--- config.mk ---
export PLATFORM = sky130hd
export DESIGN_NAME = ipv4_tx_device_flat
export DESIGN_NICKNAME = d
export VERILOG_FILES = /design/src/hdl/ipv4_framer_pkg.sv /design/src/hdl/ipv4_link_if.sv /design/src/hdl/ipv4_tx_device.sv /design/src/flat_wrapper.sv
export VERILOG_INCLUDE_DIRS = /design/src /design/src/hdl
export SDC_FILE = /design/constraint.sdc
export NUM_CORES = 1
export LEC_CHECK = 0
export BUFFER_PORTS_ARGS = -buffer_cell sky130_fd_sc_hd__buf_2
export CAP_MARGIN = 20
export CORE_MARGIN = 3
export CORE_UTILIZATION = 51
export CTS_BUF_LIST = sky130_fd_sc_hd__clkbuf_16
export DETAILED_ROUTE_END_ITERATION = 16
export PLACE_DENSITY_LB_ADDON = 0.12
export REMOVE_ABC_BUFFERS = 1
export SLEW_MARGIN = 20
export SYNTH_ARGS = -nofsm -noshare
export SYNTH_HDL_FRONTEND = slang
export SYNTH_HIERARCHICAL = 1
export SYNTH_SLANG_ARGS = --single-unit
export TNS_END_PERCENT = 5
--- constraint.sdc ---
create_clock -name sys_clk_i -period 3.2 [get_ports sys_clk_i]
set_clock_uncertainty 0.1 [all_clocks]
set_input_delay 0.32 -clock sys_clk_i [delete_from_list [all_inputs] [get_ports sys_clk_i]]
set_output_delay 0.32 -clock sys_clk_i [all_outputs]
set_load 0.005 [all_outputs]
--- src/hdl/ipv4_framer_regs.svh ---
`ifndef IPV4_FRAMER_REGS_SVH
`define IPV4_FRAMER_REGS_SVH

// ********************************************************************
// Frame bytes and offsets
// ********************************************************************
`define FRM_DELIM       8'h7E
`define FRM_TYPE_TX4    8'h20
`define OFS_TYPE        11'h003
`define OFS_ID          11'h004
`define OFS_ADDR_MSB    11'h005
`define OFS_ADDR_LSB    11'h008
`define OFS_DPORT_MSB   11'h009
`define OFS_DPORT_LSB   11'h00A
`define OFS_SPORT_MSB   11'h00B
`define OFS_SPORT_LSB   11'h00C
`define OFS_PROTO       11'h00D
`define OFS_OPTS        11'h00E
`define OFS_PAY         11'h00F
`define HDR_LEN         11'h00C
`define MAX_PAY         11'h0578
`define QUERY_REDUCE    11'h008
`define LEN_MAX         16'h0584
`define CSUM_BASE       8'hFF
`define PROTO_UDP       8'h00
`define PROTO_TCP       8'h01
`define OPT_CLOSE_BIT   1
`define OPT_VALID_MASK  8'h02
`define ADDR_BCAST      32'hFFFF_FFFF

// ********************************************************************
// Host controller registers
// ********************************************************************
`define REG_DEST        8'h00
`define REG_PORTS       8'h04
`define REG_CTRL        8'h08
`define REG_STATUS      8'h0C
`define CTRL_ID_LSB     0
`define CTRL_OPT_LSB    8
`define CTRL_PROTO_BIT  16
`define CTRL_NEWC_BIT   17
`define CTRL_LEN_LSB    18
`define CTRL_GO_BIT     31
`define STAT_BUSY_BIT   0
`define STAT_ERR_BIT    1
`define STAT_DONE_BIT   2

`endif

--- src/hdl/ipv4_framer_pkg.sv ---
package ipv4_framer_pkg;
	typedef logic [7:0] byte_t;
	typedef enum {D_HUNT, D_LEN_HI, D_LEN_LO, D_BODY, D_CSUM} dev_state_e;
	typedef enum {H_IDLE, H_SEND, H_SUM} host_state_e;
endpackage : ipv4_framer_pkg

--- src/hdl/ipv4_link_if.sv ---
`timescale 1ns/1ps
`default_nettype none
interface ipv4_link_if (
	input wire logic sys_clk_i,
	input wire logic reset_i
);
	logic [7:0] data;
	logic       valid;
	logic       ready;

	modport host_end (output data, output valid, input ready);
	modport dev_end  (input data, input valid, output ready);
endinterface : ipv4_link_if
`default_nettype wire

--- src/hdl/ipv4_tx_device.sv ---
// How it works
// Frame type 0x20 at offset three, dispatched
// Nonzero frame ID requests status; zero suppresses
// Destination address offsets 5-8, all-ones UDP broadcast
// Destination port at offsets 9-10, big-endian
// UDP source port equals listening port setting
// New TCP connection uses source port zero
// Protocol byte offset 13: 0 UDP, 1 TCP
// Options bit 1 closes TCP socket after send
// Close option ignored for UDP
// Host drives reserved option bits to zero
// Payload from offset 15, at most 1400 bytes
// Reported maximum payload is eight bytes less
// Delimiter 0x7E then big-endian length
// Checksum is 0xFF minus byte sum, bad dropped; the device only flags frame_bad_o, its payload already passed on
//
// Our own choices: the address map and the address-and-strobe port.
`timescale 1ns/1ps
`default_nettype none
`include "ipv4_framer_regs.svh"

// ********************************************************************
// Two-entry buffer
// ********************************************************************
module ipv4_pair_buffer #(
	parameter int W = 8
) (
	input  wire logic         sys_clk_i,
	input  wire logic         reset_i,
	input  wire logic [W-1:0] in_data_i,
	input  wire logic         in_valid_i,
	output logic              in_ready_o,
	output logic      [W-1:0] out_data_o,
	output logic              out_valid_o,
	input  wire logic         out_ready_i
);
	logic [W-1:0] d0_q;
	logic [W-1:0] d1_q;
	logic         v0_q;
	logic         v1_q;
	logic         room_q;

	wire push = in_valid_i && !v1_q;
	wire pop  = v0_q && out_ready_i;

	assign in_ready_o  = room_q;
	assign out_data_o  = d0_q;
	assign out_valid_o = v0_q;

	always_ff @(posedge sys_clk_i) begin
		if (reset_i) begin
			d0_q <= '0;
			d1_q <= '0;
			v0_q <= 1'b0;
			v1_q <= 1'b0;
			room_q <= 1'b1;
		end else if (pop) begin
			d0_q <= v1_q ? d1_q : in_data_i;
			v0_q <= v1_q || push;
			d1_q <= in_data_i;
			v1_q <= v1_q && push;
			room_q <= !(v1_q && push);
		end else if (push && !v0_q) begin
			d0_q <= in_data_i;
			v0_q <= 1'b1;
		end else if (push) begin
			d1_q <= in_data_i;
			v1_q <= 1'b1;
			room_q <= 1'b0;
		end
	end
endmodule : ipv4_pair_buffer

// ********************************************************************
// Device end: frame checker and field splitter
// ********************************************************************
module ipv4_tx_device
	import ipv4_framer_pkg::*;
(
	input  wire logic        sys_clk_i,
	input  wire logic        reset_i,
	ipv4_link_if.dev_end     link,
	output logic      [7:0]  frame_id_o,
	output logic      [31:0] dest_addr_o,
	output logic      [15:0] dest_port_o,
	output logic      [15:0] src_port_o,
	output logic             proto_tcp_o,
	output logic             close_socket_o,
	output logic             broadcast_o,
	output logic             status_wanted_o,
	output logic             hdr_valid_o,
	output logic      [7:0]  pay_data_o,
	output logic             pay_valid_o,
	input  wire logic        pay_ready_i,
	output logic             frame_good_o,
	output logic             frame_bad_o,
	output logic             frame_other_o,
	output logic      [10:0] max_payload_query_o
);
	// ****************************************************************
	// State
	// ****************************************************************
	dev_state_e  state_q;
	logic [15:0] len_q;
	logic [10:0] off_q;
	logic [7:0]  sum_q;
	logic        type_ok_q;
	logic [7:0]  id_q;
	logic [31:0] addr_q;
	logic [15:0] dport_q;
	logic [15:0] sport_q;
	logic [7:0]  proto_q;
	logic        close_q;
	logic        bcast_q;
	logic        stat_q;
	logic        hdr_q;
	logic        good_q;
	logic        bad_q;
	logic        other_q;
	logic [10:0] pay_query_q;
	logic        buf_ready;

	// ****************************************************************
	// Decode
	// ****************************************************************
	// Link is only taken while the buffer has room, so no word is lost
	wire        acc       = link.valid && buf_ready;
	wire [7:0]  b         = link.data;
	wire [15:0] len_w     = {len_q[15:8], b};
	wire        len_bad   = (len_w == 16'h0000) || (len_w > `LEN_MAX);
	wire [10:0] end_off   = 11'(len_q[10:0] + 11'h002);
	wire        is_tx4    = (b == `FRM_TYPE_TX4);
	wire        in_body   = acc && (state_q == D_BODY);
	wire        take      = in_body && type_ok_q;
	wire        is_tcp    = (proto_q == `PROTO_TCP);
	wire        is_udp    = (proto_q == `PROTO_UDP);
	wire        sum_ok    = (8'(sum_q + b) == `CSUM_BASE);
	wire        short     = len_q < 16'(`HDR_LEN);
	wire        proto_bad = !is_tcp && !is_udp;
	wire        pay_push  = take && (off_q >= `OFS_PAY);
	wire        csum_in   = acc && (state_q == D_CSUM);

	assign link.ready          = buf_ready;
	assign frame_id_o          = id_q;
	assign dest_addr_o         = addr_q;
	assign dest_port_o         = dport_q;
	assign src_port_o          = sport_q;
	assign proto_tcp_o         = proto_q[0];
	assign close_socket_o      = close_q;
	assign broadcast_o         = bcast_q;
	assign status_wanted_o     = stat_q;
	assign hdr_valid_o         = hdr_q;
	assign frame_good_o        = good_q;
	assign frame_bad_o         = bad_q;
	assign frame_other_o       = other_q;
	assign max_payload_query_o = pay_query_q;

	ipv4_pair_buffer #(
		.W(8)
	) u_pay_buf (
		.sys_clk_i  (sys_clk_i),
		.reset_i    (reset_i),
		.in_data_i  (b),
		.in_valid_i (pay_push),
		.in_ready_o (buf_ready),
		.out_data_o (pay_data_o),
		.out_valid_o(pay_valid_o),
		.out_ready_i(pay_ready_i)
	);

	// ****************************************************************
	// Frame walker
	// ****************************************************************
	always_ff @(posedge sys_clk_i) begin
		if (reset_i) begin
			state_q   <= D_HUNT;
			len_q     <= 16'h0000;
			off_q     <= 11'h000;
			sum_q     <= 8'h00;
			type_ok_q <= 1'b0;
		end else if (acc) begin
			off_q <= off_q + 11'h001;
			case (state_q)
				D_HUNT: begin
					if (b == `FRM_DELIM) begin
						state_q <= D_LEN_HI;
						off_q   <= 11'h001;
					end
				end
				D_LEN_HI: begin
					len_q   <= {b, 8'h00};
					state_q <= D_LEN_LO;
				end
				D_LEN_LO: begin
					len_q   <= len_w;
					sum_q   <= 8'h00;
					state_q <= len_bad ? D_HUNT : D_BODY;
				end
				D_BODY: begin
					sum_q <= sum_q + b;
					if (off_q == `OFS_TYPE) begin
						type_ok_q <= is_tx4;
					end
					if (off_q == end_off) begin
						state_q <= D_CSUM;
					end
				end
				D_CSUM: state_q <= D_HUNT;
				default: state_q <= D_HUNT;
			endcase
		end
	end

	// ****************************************************************
	// Header fields
	// ****************************************************************
	always_ff @(posedge sys_clk_i) begin
		if (reset_i) begin
			id_q    <= 8'h00;
			addr_q  <= 32'h0000_0000;
			dport_q <= 16'h0000;
			sport_q <= 16'h0000;
			proto_q <= 8'h00;
		end else if (take) begin
			if (off_q == `OFS_ID) begin
				id_q <= b;
			end
			if (off_q >= `OFS_ADDR_MSB && off_q <= `OFS_ADDR_LSB) begin
				addr_q <= {addr_q[23:0], b};
			end
			if (off_q == `OFS_DPORT_MSB || off_q == `OFS_DPORT_LSB) begin
				dport_q <= {dport_q[7:0], b};
			end
			// Source port is passed on as sent; its value is the host's duty
			if (off_q == `OFS_SPORT_MSB || off_q == `OFS_SPORT_LSB) begin
				sport_q <= {sport_q[7:0], b};
			end
			if (off_q == `OFS_PROTO) begin
				proto_q <= b;
			end
		end
	end

	// ****************************************************************
	// Decisions and reports
	// ****************************************************************
	always_ff @(posedge sys_clk_i) begin
		if (reset_i) begin
			close_q <= 1'b0;
			bcast_q <= 1'b0;
			stat_q  <= 1'b0;
			hdr_q   <= 1'b0;
			good_q  <= 1'b0;
			bad_q   <= 1'b0;
			other_q <= 1'b0;
			pay_query_q <= 11'h000;
		end else begin
			pay_query_q <= `MAX_PAY - `QUERY_REDUCE;
			hdr_q <= take && (off_q == `OFS_OPTS);
			if (take && off_q == `OFS_OPTS) begin
				// Reserved option bits are not checked, only ignored
				close_q <= b[`OPT_CLOSE_BIT] && is_tcp;
				bcast_q <= (addr_q == `ADDR_BCAST) && is_udp;
				stat_q  <= (id_q != 8'h00);
			end
			good_q  <= csum_in && type_ok_q && sum_ok && !short && !proto_bad;
			bad_q   <= (csum_in && type_ok_q && !(sum_ok && !short && !proto_bad))
			           || (acc && state_q == D_LEN_LO && len_bad);
			other_q <= csum_in && !type_ok_q;
		end
	end
endmodule : ipv4_tx_device
`default_nettype wire

--- src/flat_wrapper.sv ---
// flat-port wrapper written by rule: the top's interface ports become plain ports
module ipv4_tx_device_flat import ipv4_framer_pkg::*;
  (sys_clk_i, reset_i, frame_id_o, dest_addr_o, dest_port_o, src_port_o, proto_tcp_o, close_socket_o, broadcast_o, status_wanted_o, hdr_valid_o, pay_data_o, pay_valid_o, pay_ready_i, frame_good_o, frame_bad_o, frame_other_o, max_payload_query_o, link_data, link_valid, link_ready);
  ipv4_link_if link_i (.sys_clk_i(sys_clk_i), .reset_i(reset_i));
  input  wire logic sys_clk_i;
  input  wire logic reset_i;
  output logic      [7:0] frame_id_o;
  output logic      [31:0] dest_addr_o;
  output logic      [15:0] dest_port_o;
  output logic      [15:0] src_port_o;
  output logic proto_tcp_o;
  output logic close_socket_o;
  output logic broadcast_o;
  output logic status_wanted_o;
  output logic hdr_valid_o;
  output logic      [7:0] pay_data_o;
  output logic pay_valid_o;
  input  wire logic pay_ready_i;
  output logic frame_good_o;
  output logic frame_bad_o;
  output logic frame_other_o;
  output logic      [10:0] max_payload_query_o;
  input wire logic [$bits(link_i.data)-1:0] link_data;
  input wire logic [$bits(link_i.valid)-1:0] link_valid;
  output wire logic [$bits(link_i.ready)-1:0] link_ready;
  assign link_i.data = link_data;
  assign link_i.valid = link_valid;
  assign link_ready = link_i.ready;
  ipv4_tx_device u_core (.sys_clk_i(sys_clk_i), .reset_i(reset_i), .link(link_i), .frame_id_o(frame_id_o), .dest_addr_o(dest_addr_o), .dest_port_o(dest_port_o), .src_port_o(src_port_o), .proto_tcp_o(proto_tcp_o), .close_socket_o(close_socket_o), .broadcast_o(broadcast_o), .status_wanted_o(status_wanted_o), .hdr_valid_o(hdr_valid_o), .pay_data_o(pay_data_o), .pay_valid_o(pay_valid_o), .pay_ready_i(pay_ready_i), .frame_good_o(frame_good_o), .frame_bad_o(frame_bad_o), .frame_other_o(frame_other_o), .max_payload_query_o(max_payload_query_o));
endmodule
After elaboration in Yosys (flattened, before gate mapping)

Index checks and enable logic that the tools add are counted.

Add/sub/neg operators: 3
Order comparisons: 5
Equality and inequality tests: 23
Muxes and demuxes: 23
Bitwise gates (word level): 1
Reduce and logical (&&, ||, !) cells: 57

Operators with widths:

| kind                    | number |
|---|---|
| $pmux W32 S4            | 1 |
| $eq A11 B4 Y1 const B   | 6 |
| $eq A32 B2 Y1 const B   | 2 |
| $eq A32 B3 Y1 const B   | 2 |
| $mux W32                | 2 |
| $mux W8                 | 6 |
| $mux W11                | 3 |
| $eq A32 B1 Y1 const B   | 1 |
| $eq A32 B32 Y1 const B  | 1 |
| $eq A32 B4 Y1 const B   | 1 |
| $logic_not A32 Y1       | 1 |
| $pmux W16 S2            | 1 |
| $logic_and A1 B1 Y1     | 24 |
| $gt A16 B11 Y1 const B  | 1 |
| $logic_not A16 Y1       | 1 |
| $lt A16 B4 Y1 const B   | 1 |
| $pmux W8 S2             | 1 |
| $reduce_and A2 Y1       | 8 |
| $add A11 B1 Y11 const B | 1 |
| $add A11 B2 Y11 const B | 1 |
| $eq A11 B11 Y1          | 1 |
| $eq A11 B2 Y1 const B   | 1 |
| $eq A11 B3 Y1 const B   | 1 |
| $ge A11 B3 Y1 const B   | 1 |
| 18 further kinds        | 43 |

Register bits after elaboration: 185
Input bits: 12
Output and inout port bits: 101
Logic and storage cells: 136

Logic depth before layout (Yosys ltp)

Gate-level depths: netlist of the first run.

Depth in word-level cells: 8
Depth in mapped cells: 10

Modules after synthesis

The synthesis of the first run kept the hierarchy.

Modules (own cells, without submodules):

| module           | times used | cells an instance | area an instance (sq um) | seq. area each (sq um) |
|---|---|---|---|---|
| ipv4_tx_device   | 1          | 633               | 5801.8                   | 2542.4 |
| ipv4_pair_buffer | 1          | 104               | 970.9                    | 380.4 |

Worst setup path before layout of the first run

Ideal clock, no wire load.

Path kind: register to register
Start: reg u_core.off_q[7]
End: reg u_core.sport_q[7] (netlist: u_core/src_port_o[7])
Library setup time: 128 ps
Arrival: 2097 ps
Data required time: 2972 ps
Slack: 875 ps
Stages on the path, launching flop included: 11
Period minus slack after synthesis: 2325 ps
Cell sequence: dfxtp_1 -> buf_6 -> or4_4 -> nor4_4 -> and3_1 -> buf_6 -> and3_1 -> buf_4 -> buf_4 -> mux2i_1 -> nor2_1

Cells in the longest elaborated chain, start to end: 3
Elaborated cells on any way between the ends: 4

RTL lines:

| what                                    | line                  | source |
|---|---|---|
| from (decl)                             | ipv4_tx_device.sv:105 | `logic [10:0] off_q;` |
| from (signal assigned)                  | ipv4_tx_device.sv:182 | `off_q <= off_q + 11'h001;` |
| $eq A11 B4 Y1 (no source line)          | -                     |  |
| $logic_or A1 B1 Y1 (no source line) (*) | -                     |  |
| $reduce_and A2 Y1 (no source line) (*)  | -                     |  |
| to (signal assigned)                    | ipv4_tx_device.sv:236 | `sport_q <= {sport_q[7:0], b};` |
| to (decl)                               | ipv4_tx_device.sv:111 | `logic [15:0] sport_q;` |

Every way passes the cells marked *; elsewhere a longest branch is shown, timed or not.
A chain may end at the register's enable or synchronous reset.

Worst setup path in the final report of the first run

Start: reg u_core.off_q[4]
End: reg u_core.id_q[7] (netlist: u_core/frame_id_o[7])

Cells in the longest elaborated chain, start to end: 2

RTL lines:

| what                               | line                  | source |
|---|---|---|
| $eq A11 B3 Y1 (no source line)     | -                     |  |
| $reduce_and A2 Y1 (no source line) | -                     |  |
| to (signal assigned)               | ipv4_tx_device.sv:219 | `id_q <= 8'h00;` |
| to (signal assigned)               | ipv4_tx_device.sv:226 | `id_q <= b;` |
| to (decl)                          | ipv4_tx_device.sv:108 | `logic [7:0] id_q;` |

No other way between the ends.

==> results of run 1 <==
[worst max-delay path by stage]
stage,from,to,slack (ps),cells past startpoint
floorplan,u_core/off_q[1]$_SDFFE_PP0P_,u_core/dest_addr_o[0]$_SDFFE_PP0P_,-400,7
global placement,u_core/off_q[6]$_SDFFE_PP0P_,u_core/frame_id_o[7]$_SDFFE_PP0P_,630,6
detailed placement,u_core/off_q[4]$_SDFFE_PP0P_,u_core/frame_id_o[7]$_SDFFE_PP0P_,490,6
CTS,u_core/off_q[4]$_SDFFE_PP0P_,u_core/frame_id_o[7]$_SDFFE_PP0P_,460,6
global route,u_core/off_q[4]$_SDFFE_PP0P_,u_core/frame_id_o[1]$_SDFFE_PP0P_,330,6
finish,u_core/off_q[4]$_SDFFE_PP0P_,u_core/frame_id_o[7]$_SDFFE_PP0P_,480,6
[through the flow]
stage	TNS, ps	area (µm²)
6_report	0	7830
5_1_grt	0	7830
4_1_cts	0	7830
3_5_place_dp	0	7300
3_3_place_gp	0	7300
2_1_floorplan	-12860	6460
[synthesized netlist by cell type, types with 2 or more instances]
cell type,instances,area (µm²)
dfxtp_1,146,2920
nor2_1,141,529
mux2i_1,88,881
clkbuf_1,29,109
nand2_1,28,105
nor3_1,21,105
nor2b_1,20,125
xnor2_1,20,175
nand2b_1,19,119
nand4_1,16,100
a21oi_1,15,75.1
nor4_1,15,93.8
a22oi_1,14,105
buf_4,13,97.6
ha_1,12,150
a211oi_1,11,82.6
inv_1,11,41.3
o21ai_0,9,45.0
a31oi_1,8,50.1
buf_2,8,40.0
nand3_1,8,40.0
xor2_1,8,70.1
and3_1,6,37.5
or4_1,6,45.0
buf_6,5,56.3
or3_1,4,25.0
nand3b_1,3,22.5
nor3b_1,3,22.5
a21o_1,2,15.0
and3b_1,2,17.5
and4_1,2,17.5
clkbuf_8,2,27.5
mux2_2,2,22.5
nand4b_1,2,17.5
nor4b_1,2,17.5
o211ai_1,2,15.0
o21a_1,2,15.0
o21ai_1,2,10.0
[power breakdown]
group	internal (mW)	switching, mW	total, mW
clock	1.04	0.729	1.77
sequential	1.82	0.0107	1.83
combinational	0.0462	0.108	0.154
[final cells by class]
cell class                      instances  area [µm²]
Clock buffer                           17         425
Clock inverter                         15         103
Fill cell                            1125        5000
Inverter                               11        41.3
Multi-Input combinational cell        527        3500
Sequential cell                       146        2920
Tap cell                              172         215
Timing Repair Buffer                  117         616
[sequential cells by signal (all words and copies together), names as in the netlist, 3 cells and up]
signal and cells:
u_core/dest_port_o 16, u_core/proto_q 8, u_core/off_q 11, u_core/state_q 3
u_core/src_port_o 16, u_core/len_q 16, u_core/frame_id_o 8, u_core/sum_q 8
u_core/u_pay_buf/d1_q 8, u_core/u_pay_buf/out_data_o 8, u_core/dest_addr_o 32
[routing by layer]
metal / track usage [%] / wire length (µm)
met1: 29.6 / 7460
met2: 38.5 / 8200
met3: 5.50 / 912
met4: 6.23 / 148
met5: 0 / 0
[logic make-up (layout without fill, tap and decap cells)]
group,Yosys count,after routing,share of synthesized area [%]
flip-flops,146,146,43.2
adder cells (fa/ha/maj),13,13,2.51
buffers and inverters,69,160,5.56
other,1,6,0.0554
AND/OR/NAND/NOR,310,310,23.5
multiplexers,90,90,13.3
XOR/XNOR,28,28,3.62
AO/OA/AOI/OAI,80,80,8.26
[worst min-delay path: stages]
cell	delay, ps
buf_2	120
nand2b_1	60
a21oi_1	60
nor2_1	80
==> results.py, run 1 <==
metrics = {
    "floorplan": {
        "die_x_um": 121,
        "placeableCoreArea_mm2": 0.0128,
        "die_area_mm2": 0.0147,
        "start_util_pct": 52.8,
        "dieHeight_um": 121,
        "fp-row-count": 41,
        "io_pins": 113,
    },
    "power": {
        "peakVddDrop_mv": 0.260,
        "pwr_density_cell_mw_per_mm2": 480,
        "p_total_mw": 3.76,
        "p_leak_nw": 3.60,
    },
    "hold_path": {
        "holdPathEnd": "u_core/u_pay_buf/out_valid_o$_SDFFE_PP0P_",
        "holdCritStartpoint": "pay_ready_i",
        "hold_path_depth": 4,
        "min_path_type": "input pin to flop",
    },
    "clock_tree": {
        "cts_tree": "yes",
        "hold_buffers": 0,
        "cts_buffers": 17,
        "path_clk_slew_ps": 60,
        "h-tree-depth": 4,
        "cts_resized": 0,
        "clockBufferDepth": 2,
        "clk-insertion-delay-late_ps": 420,
        "cts.sinks": 146,
        "clock-root-buffer": "clkbuf_16",
        "postCtsSetupRepairBufs": 0,
    },
    "setup_path": {
        "cp-start-kind": "flop",
        "r2r_start": "u_core/off_q[4]$_SDFFE_PP0P_",
        "r2r_cells": 6,
        "worstSetupEndpointType": "flop",
        "cp.arrival_ps": 2900,
        "cp_max_fo": 8,
        "slowest_stage": "and4b_1",
        "cp_cell_sequence": "or4_4, nor4_4, and3_1, and4b_1, mux2i_1, nor2_1",
        "cpPeakStageDelay_ps": 570,
        "reg2reg_to": "u_core/frame_id_o[7]$_SDFFE_PP0P_",
        "critPathTopFamily": "simple AND/OR/NAND/NOR gates",
        "r2r_slack_ps": 480,
        "critPathBufInv": 0,
        "critical_path_class": "flop to flop",
        "cp.required_ps": 3380,
    },
    "run": {
        "drv_cap": 0,
    },
    "cells_and_area": {
        "drive_gt1_share_pct": 19.2,
        "layout_common_cells": "dfxtp_1, nor2_1, buf_2",
        "fin_nets": 845,
        "postLayoutCoreUtil_pct": 61.0,
        "final_cells": 1005,
        "antenna_cells": 0,
        "syn2layout_area_growth_pct": 15.6,
        "final_common_cell": "dfxtp_1",
    },
    "logic_synthesis": {
        "async_flop_share_pct": 0,
        "synth-edff-count": 0,
        "synth.avg_cell_area_um2": 9.19,
        "synthCells": 737,
        "seq_area_frac_synth_pct": 43.2,
        "ys_seq_elements": 146,
        "post_synth_instance_area_mm2": 0.00677,
        "synth_ff_type": "dfxtp_1",
        "ys_warn_count": 6,
        "ys_types": 68,
    },
    "timing": {
        "finalWorstSetupSlack_ps": 483,
        "fmax_mhz": 368,
        "slew-limit-headroom_pct": 50.8,
        "tightest_slew_ps": 737,
        "rsz0062_at_grt": "no",
        "finalSetupViolations": 0,
        "fin_crit_sh_pct": 84.9,
        "period_minus_slack_ps": 2720,
        "whs_ps": 169,
        "hold_violations": 0,
        "slew_viol_final": 0,
    },
    "grt": {
        "grt_usage_pct": 22.9,
        "antenna_found_initial": 0,
        "grt_overflow": 0,
        "grt_max_degree": 55,
        "grt_pass1_wl_um": 26900,
        "first_global_vias": 5280,
    },
    "place": {
        "pre_cts_slack_ps": 494,
        "dp_cells": 973,
        "gp_congestion": 0.841,
        "dp_hpwl_um": 11300,
        "portBuffers": 106,
    },
    "outcome": {
        "status": "complete, no violations",
    },
    "drt": {
        "post_drt_wl_per_cell_um": 16.6,
        "dr.pass1.iters": 5,
        "drt_iter0_drc": 498,
        "drc": 0,
        "drtAntennaViolNets": 0,
        "vias": 5620,
        "wirelength_um": 16700,
        "viasPerCell": 5.59,
    },
}
(Power assumes the default switching activity.)
==> run 2: changes to the inputs <==
==> constraint.sdc (replaced) <==
create_clock -name sys_clk_i -period 2.7 [get_ports sys_clk_i]
set_clock_uncertainty 0.1 [all_clocks]
set_input_delay 0.27 -clock sys_clk_i [delete_from_list [all_inputs] [get_ports sys_clk_i]]
set_output_delay 0.27 -clock sys_clk_i [all_outputs]
set_load 0.005 [all_outputs]
==> results.py, run 2 (same netlist as run 1, synthesis figures left out) <==
metrics = {
    "clock_tree": {
        "clock-root-buffer": "clkbuf_16",
        "cts.sinks": 146,
        "hold_buffers": 0,
        "cts_resized": 0,
        "cts_tree": "yes",
        "path_clk_slew_ps": 60,
        "h-tree-depth": 4,
        "clockBufferDepth": 2,
        "postCtsSetupRepairBufs": 0,
        "clk-insertion-delay-late_ps": 420,
        "cts_buffers": 17,
    },
    "setup_path": {
        "cpPeakStageDelay_ps": 540,
        "cp.arrival_ps": 2690,
        "path_common_cell": "buf_4",
        "slowest_stage": "or4_4",
        "critical_path.startpoint": "u_core/off_q[6]$_SDFFE_PP0P_",
        "cp_max_fo": 16,
        "critical_path_class": "flop to flop",
        "cp-start-kind": "flop",
        "worstSetupEndpointType": "flop",
        "cp.required_ps": 2890,
        "r2r_start": "u_core/off_q[6]$_SDFFE_PP0P_",
        "cp_cell_sequence": "or4_4, nor4_4, and3_1, buf_4, o2111ai_4, buf_4, mux2i_1, nor2_1",
    },
    "grt": {
        "grt_usage_pct": 22.9,
        "grt_overflow": 0,
        "antenna_found_initial": 0,
        "grt_pass1_wl_um": 26300,
        "first_global_vias": 5080,
        "grt_max_degree": 130,
    },
    "timing": {
        "fmax_mhz": 400,
        "hold_violations": 0,
        "tightest_slew_ps": 703,
        "fin_crit_sh_pct": 92.7,
        "period_minus_slack_ps": 2500,
        "rsz0062_at_grt": "no",
        "finalWorstSetupSlack_ps": 198,
        "slew_viol_final": 0,
        "slew-limit-headroom_pct": 53.1,
        "finalSetupViolations": 0,
    },
    "floorplan": {
        "start_util_pct": 52.8,
        "fp-row-count": 41,
        "die_area_mm2": 0.0147,
        "dieHeight_um": 121,
        "placeableCoreArea_mm2": 0.0128,
        "die_x_um": 121,
        "io_pins": 113,
    },
    "hold_path": {
        "min_path_type": "input pin to flop",
        "holdCritStartpoint": "reset_i",
    },
    "power": {
        "p_leak_nw": 3.67,
        "pwr_density_cell_mw_per_mm2": 578,
        "peakVddDrop_mv": 0.431,
    },
    "drt": {
        "dr.pass1.iters": 6,
        "drc": 0,
        "drtAntennaViolNets": 0,
        "wirelength_um": 17000,
        "drt_iter0_drc": 436,
        "viasPerCell": 5.58,
        "post_drt_wl_per_cell_um": 16.8,
        "vias": 5662,
    },
    "cells_and_area": {
        "final_common_cell": "dfxtp_1",
        "num-fill-cells": 1087,
        "syn2layout_area_growth_pct": 17.8,
        "final_cells": 1014,
        "fin_nets": 854,
        "antenna_cells": 0,
        "largest_reg_flops": 32,
        "drive_gt1_share_pct": 20.4,
        "layout_common_cells": "dfxtp_1, nor2_1, buf_2",
    },
    "place": {
        "gp_congestion": 0.908,
        "pre_cts_slack_ps": 216,
        "portBuffers": 106,
        "dp_cells": 982,
        "dp_hpwl_um": 11400,
    },
    "run": {
        "drv_cap": 0,
    },
    "outcome": {
        "status": "complete, no violations",
    },
}
## run 2: stage by stage
step	area [µm²]	setup TNS (ps)	utilization, %	hold slack [ps]	total power [mW]
6_report	7980	0	62.2	95.0	4.61
5_1_grt	7980	0	62.2	77.2	4.78
4_1_cts	7980	0	62.2	74.3	4.67
3_5_place_dp	7420	0	57.8	344	2.40
3_3_place_gp	7420	0	57.8	341	2.40
2_1_floorplan	6460	-28860	-	239	2.29
## run 2: power by group
| group | switching, mW | total (mW) | leakage, nW | internal (mW) |
|---|---|---|---|---|
| Clock | 0.905 | 2.25 | 0.282 | 1.35 |
| Sequential | 0.0116 | 2.17 | 1.18 | 2.16 |
| Combinational | 0.128 | 0.186 | 2.22 | 0.0580 |
## run 2: layer usage
| metal | share of wire [%] | vias up | track usage, % |
|---|---|---|---|
| li1 | - | 2743 | - |
| met1 | 44 | 2724 | 28.7 |
| met2 | 49 | 168 | 38.4 |
| met3 | 5.3 | 27 | 5.55 |
| met4 | 2.0 | 0 | 8.05 |
| met5 | 0 | - | 0 |
## run 2: layout make-up
| cell class | instances | area, µm² | share of cell area, % |
|---|---|---|---|
| clock buffer | 17 | 425 | 5.33 |
| clock inverter | 15 | 140 | 1.76 |
| inverter | 11 | 41.3 | 0.517 |
| multi-input combinational | 527 | 3500 | 43.9 |
| sequential | 146 | 2920 | 36.6 |
| tap | 172 | 215 | 2.70 |
| timing repair buffer | 126 | 733 | 9.19 |
## run 2: critical path, delay by kind of cell, from the launching register on
family	cells	cell delay, ps
DFF	1	380
and+or+nand+nor	4	1110
muxes	1	210
buffers and inverters	2	430
AOI/OAI and AO/OA	1	120
## run 2: worst paths after layout
kind	endpoint	slack, ps	cells after the start
worst max-delay path	u_core/dest_port_o[11]$_SDFFE_PP0P_	200	8
worst min-delay path	u_core/len_q[9]$_SDFFE_PP0P_	100	2
worst max register to register	u_core/dest_port_o[11]$_SDFFE_PP0P_	200	8
worst min register to register	u_core/close_socket_o$_SDFFE_PP0P_	350	2
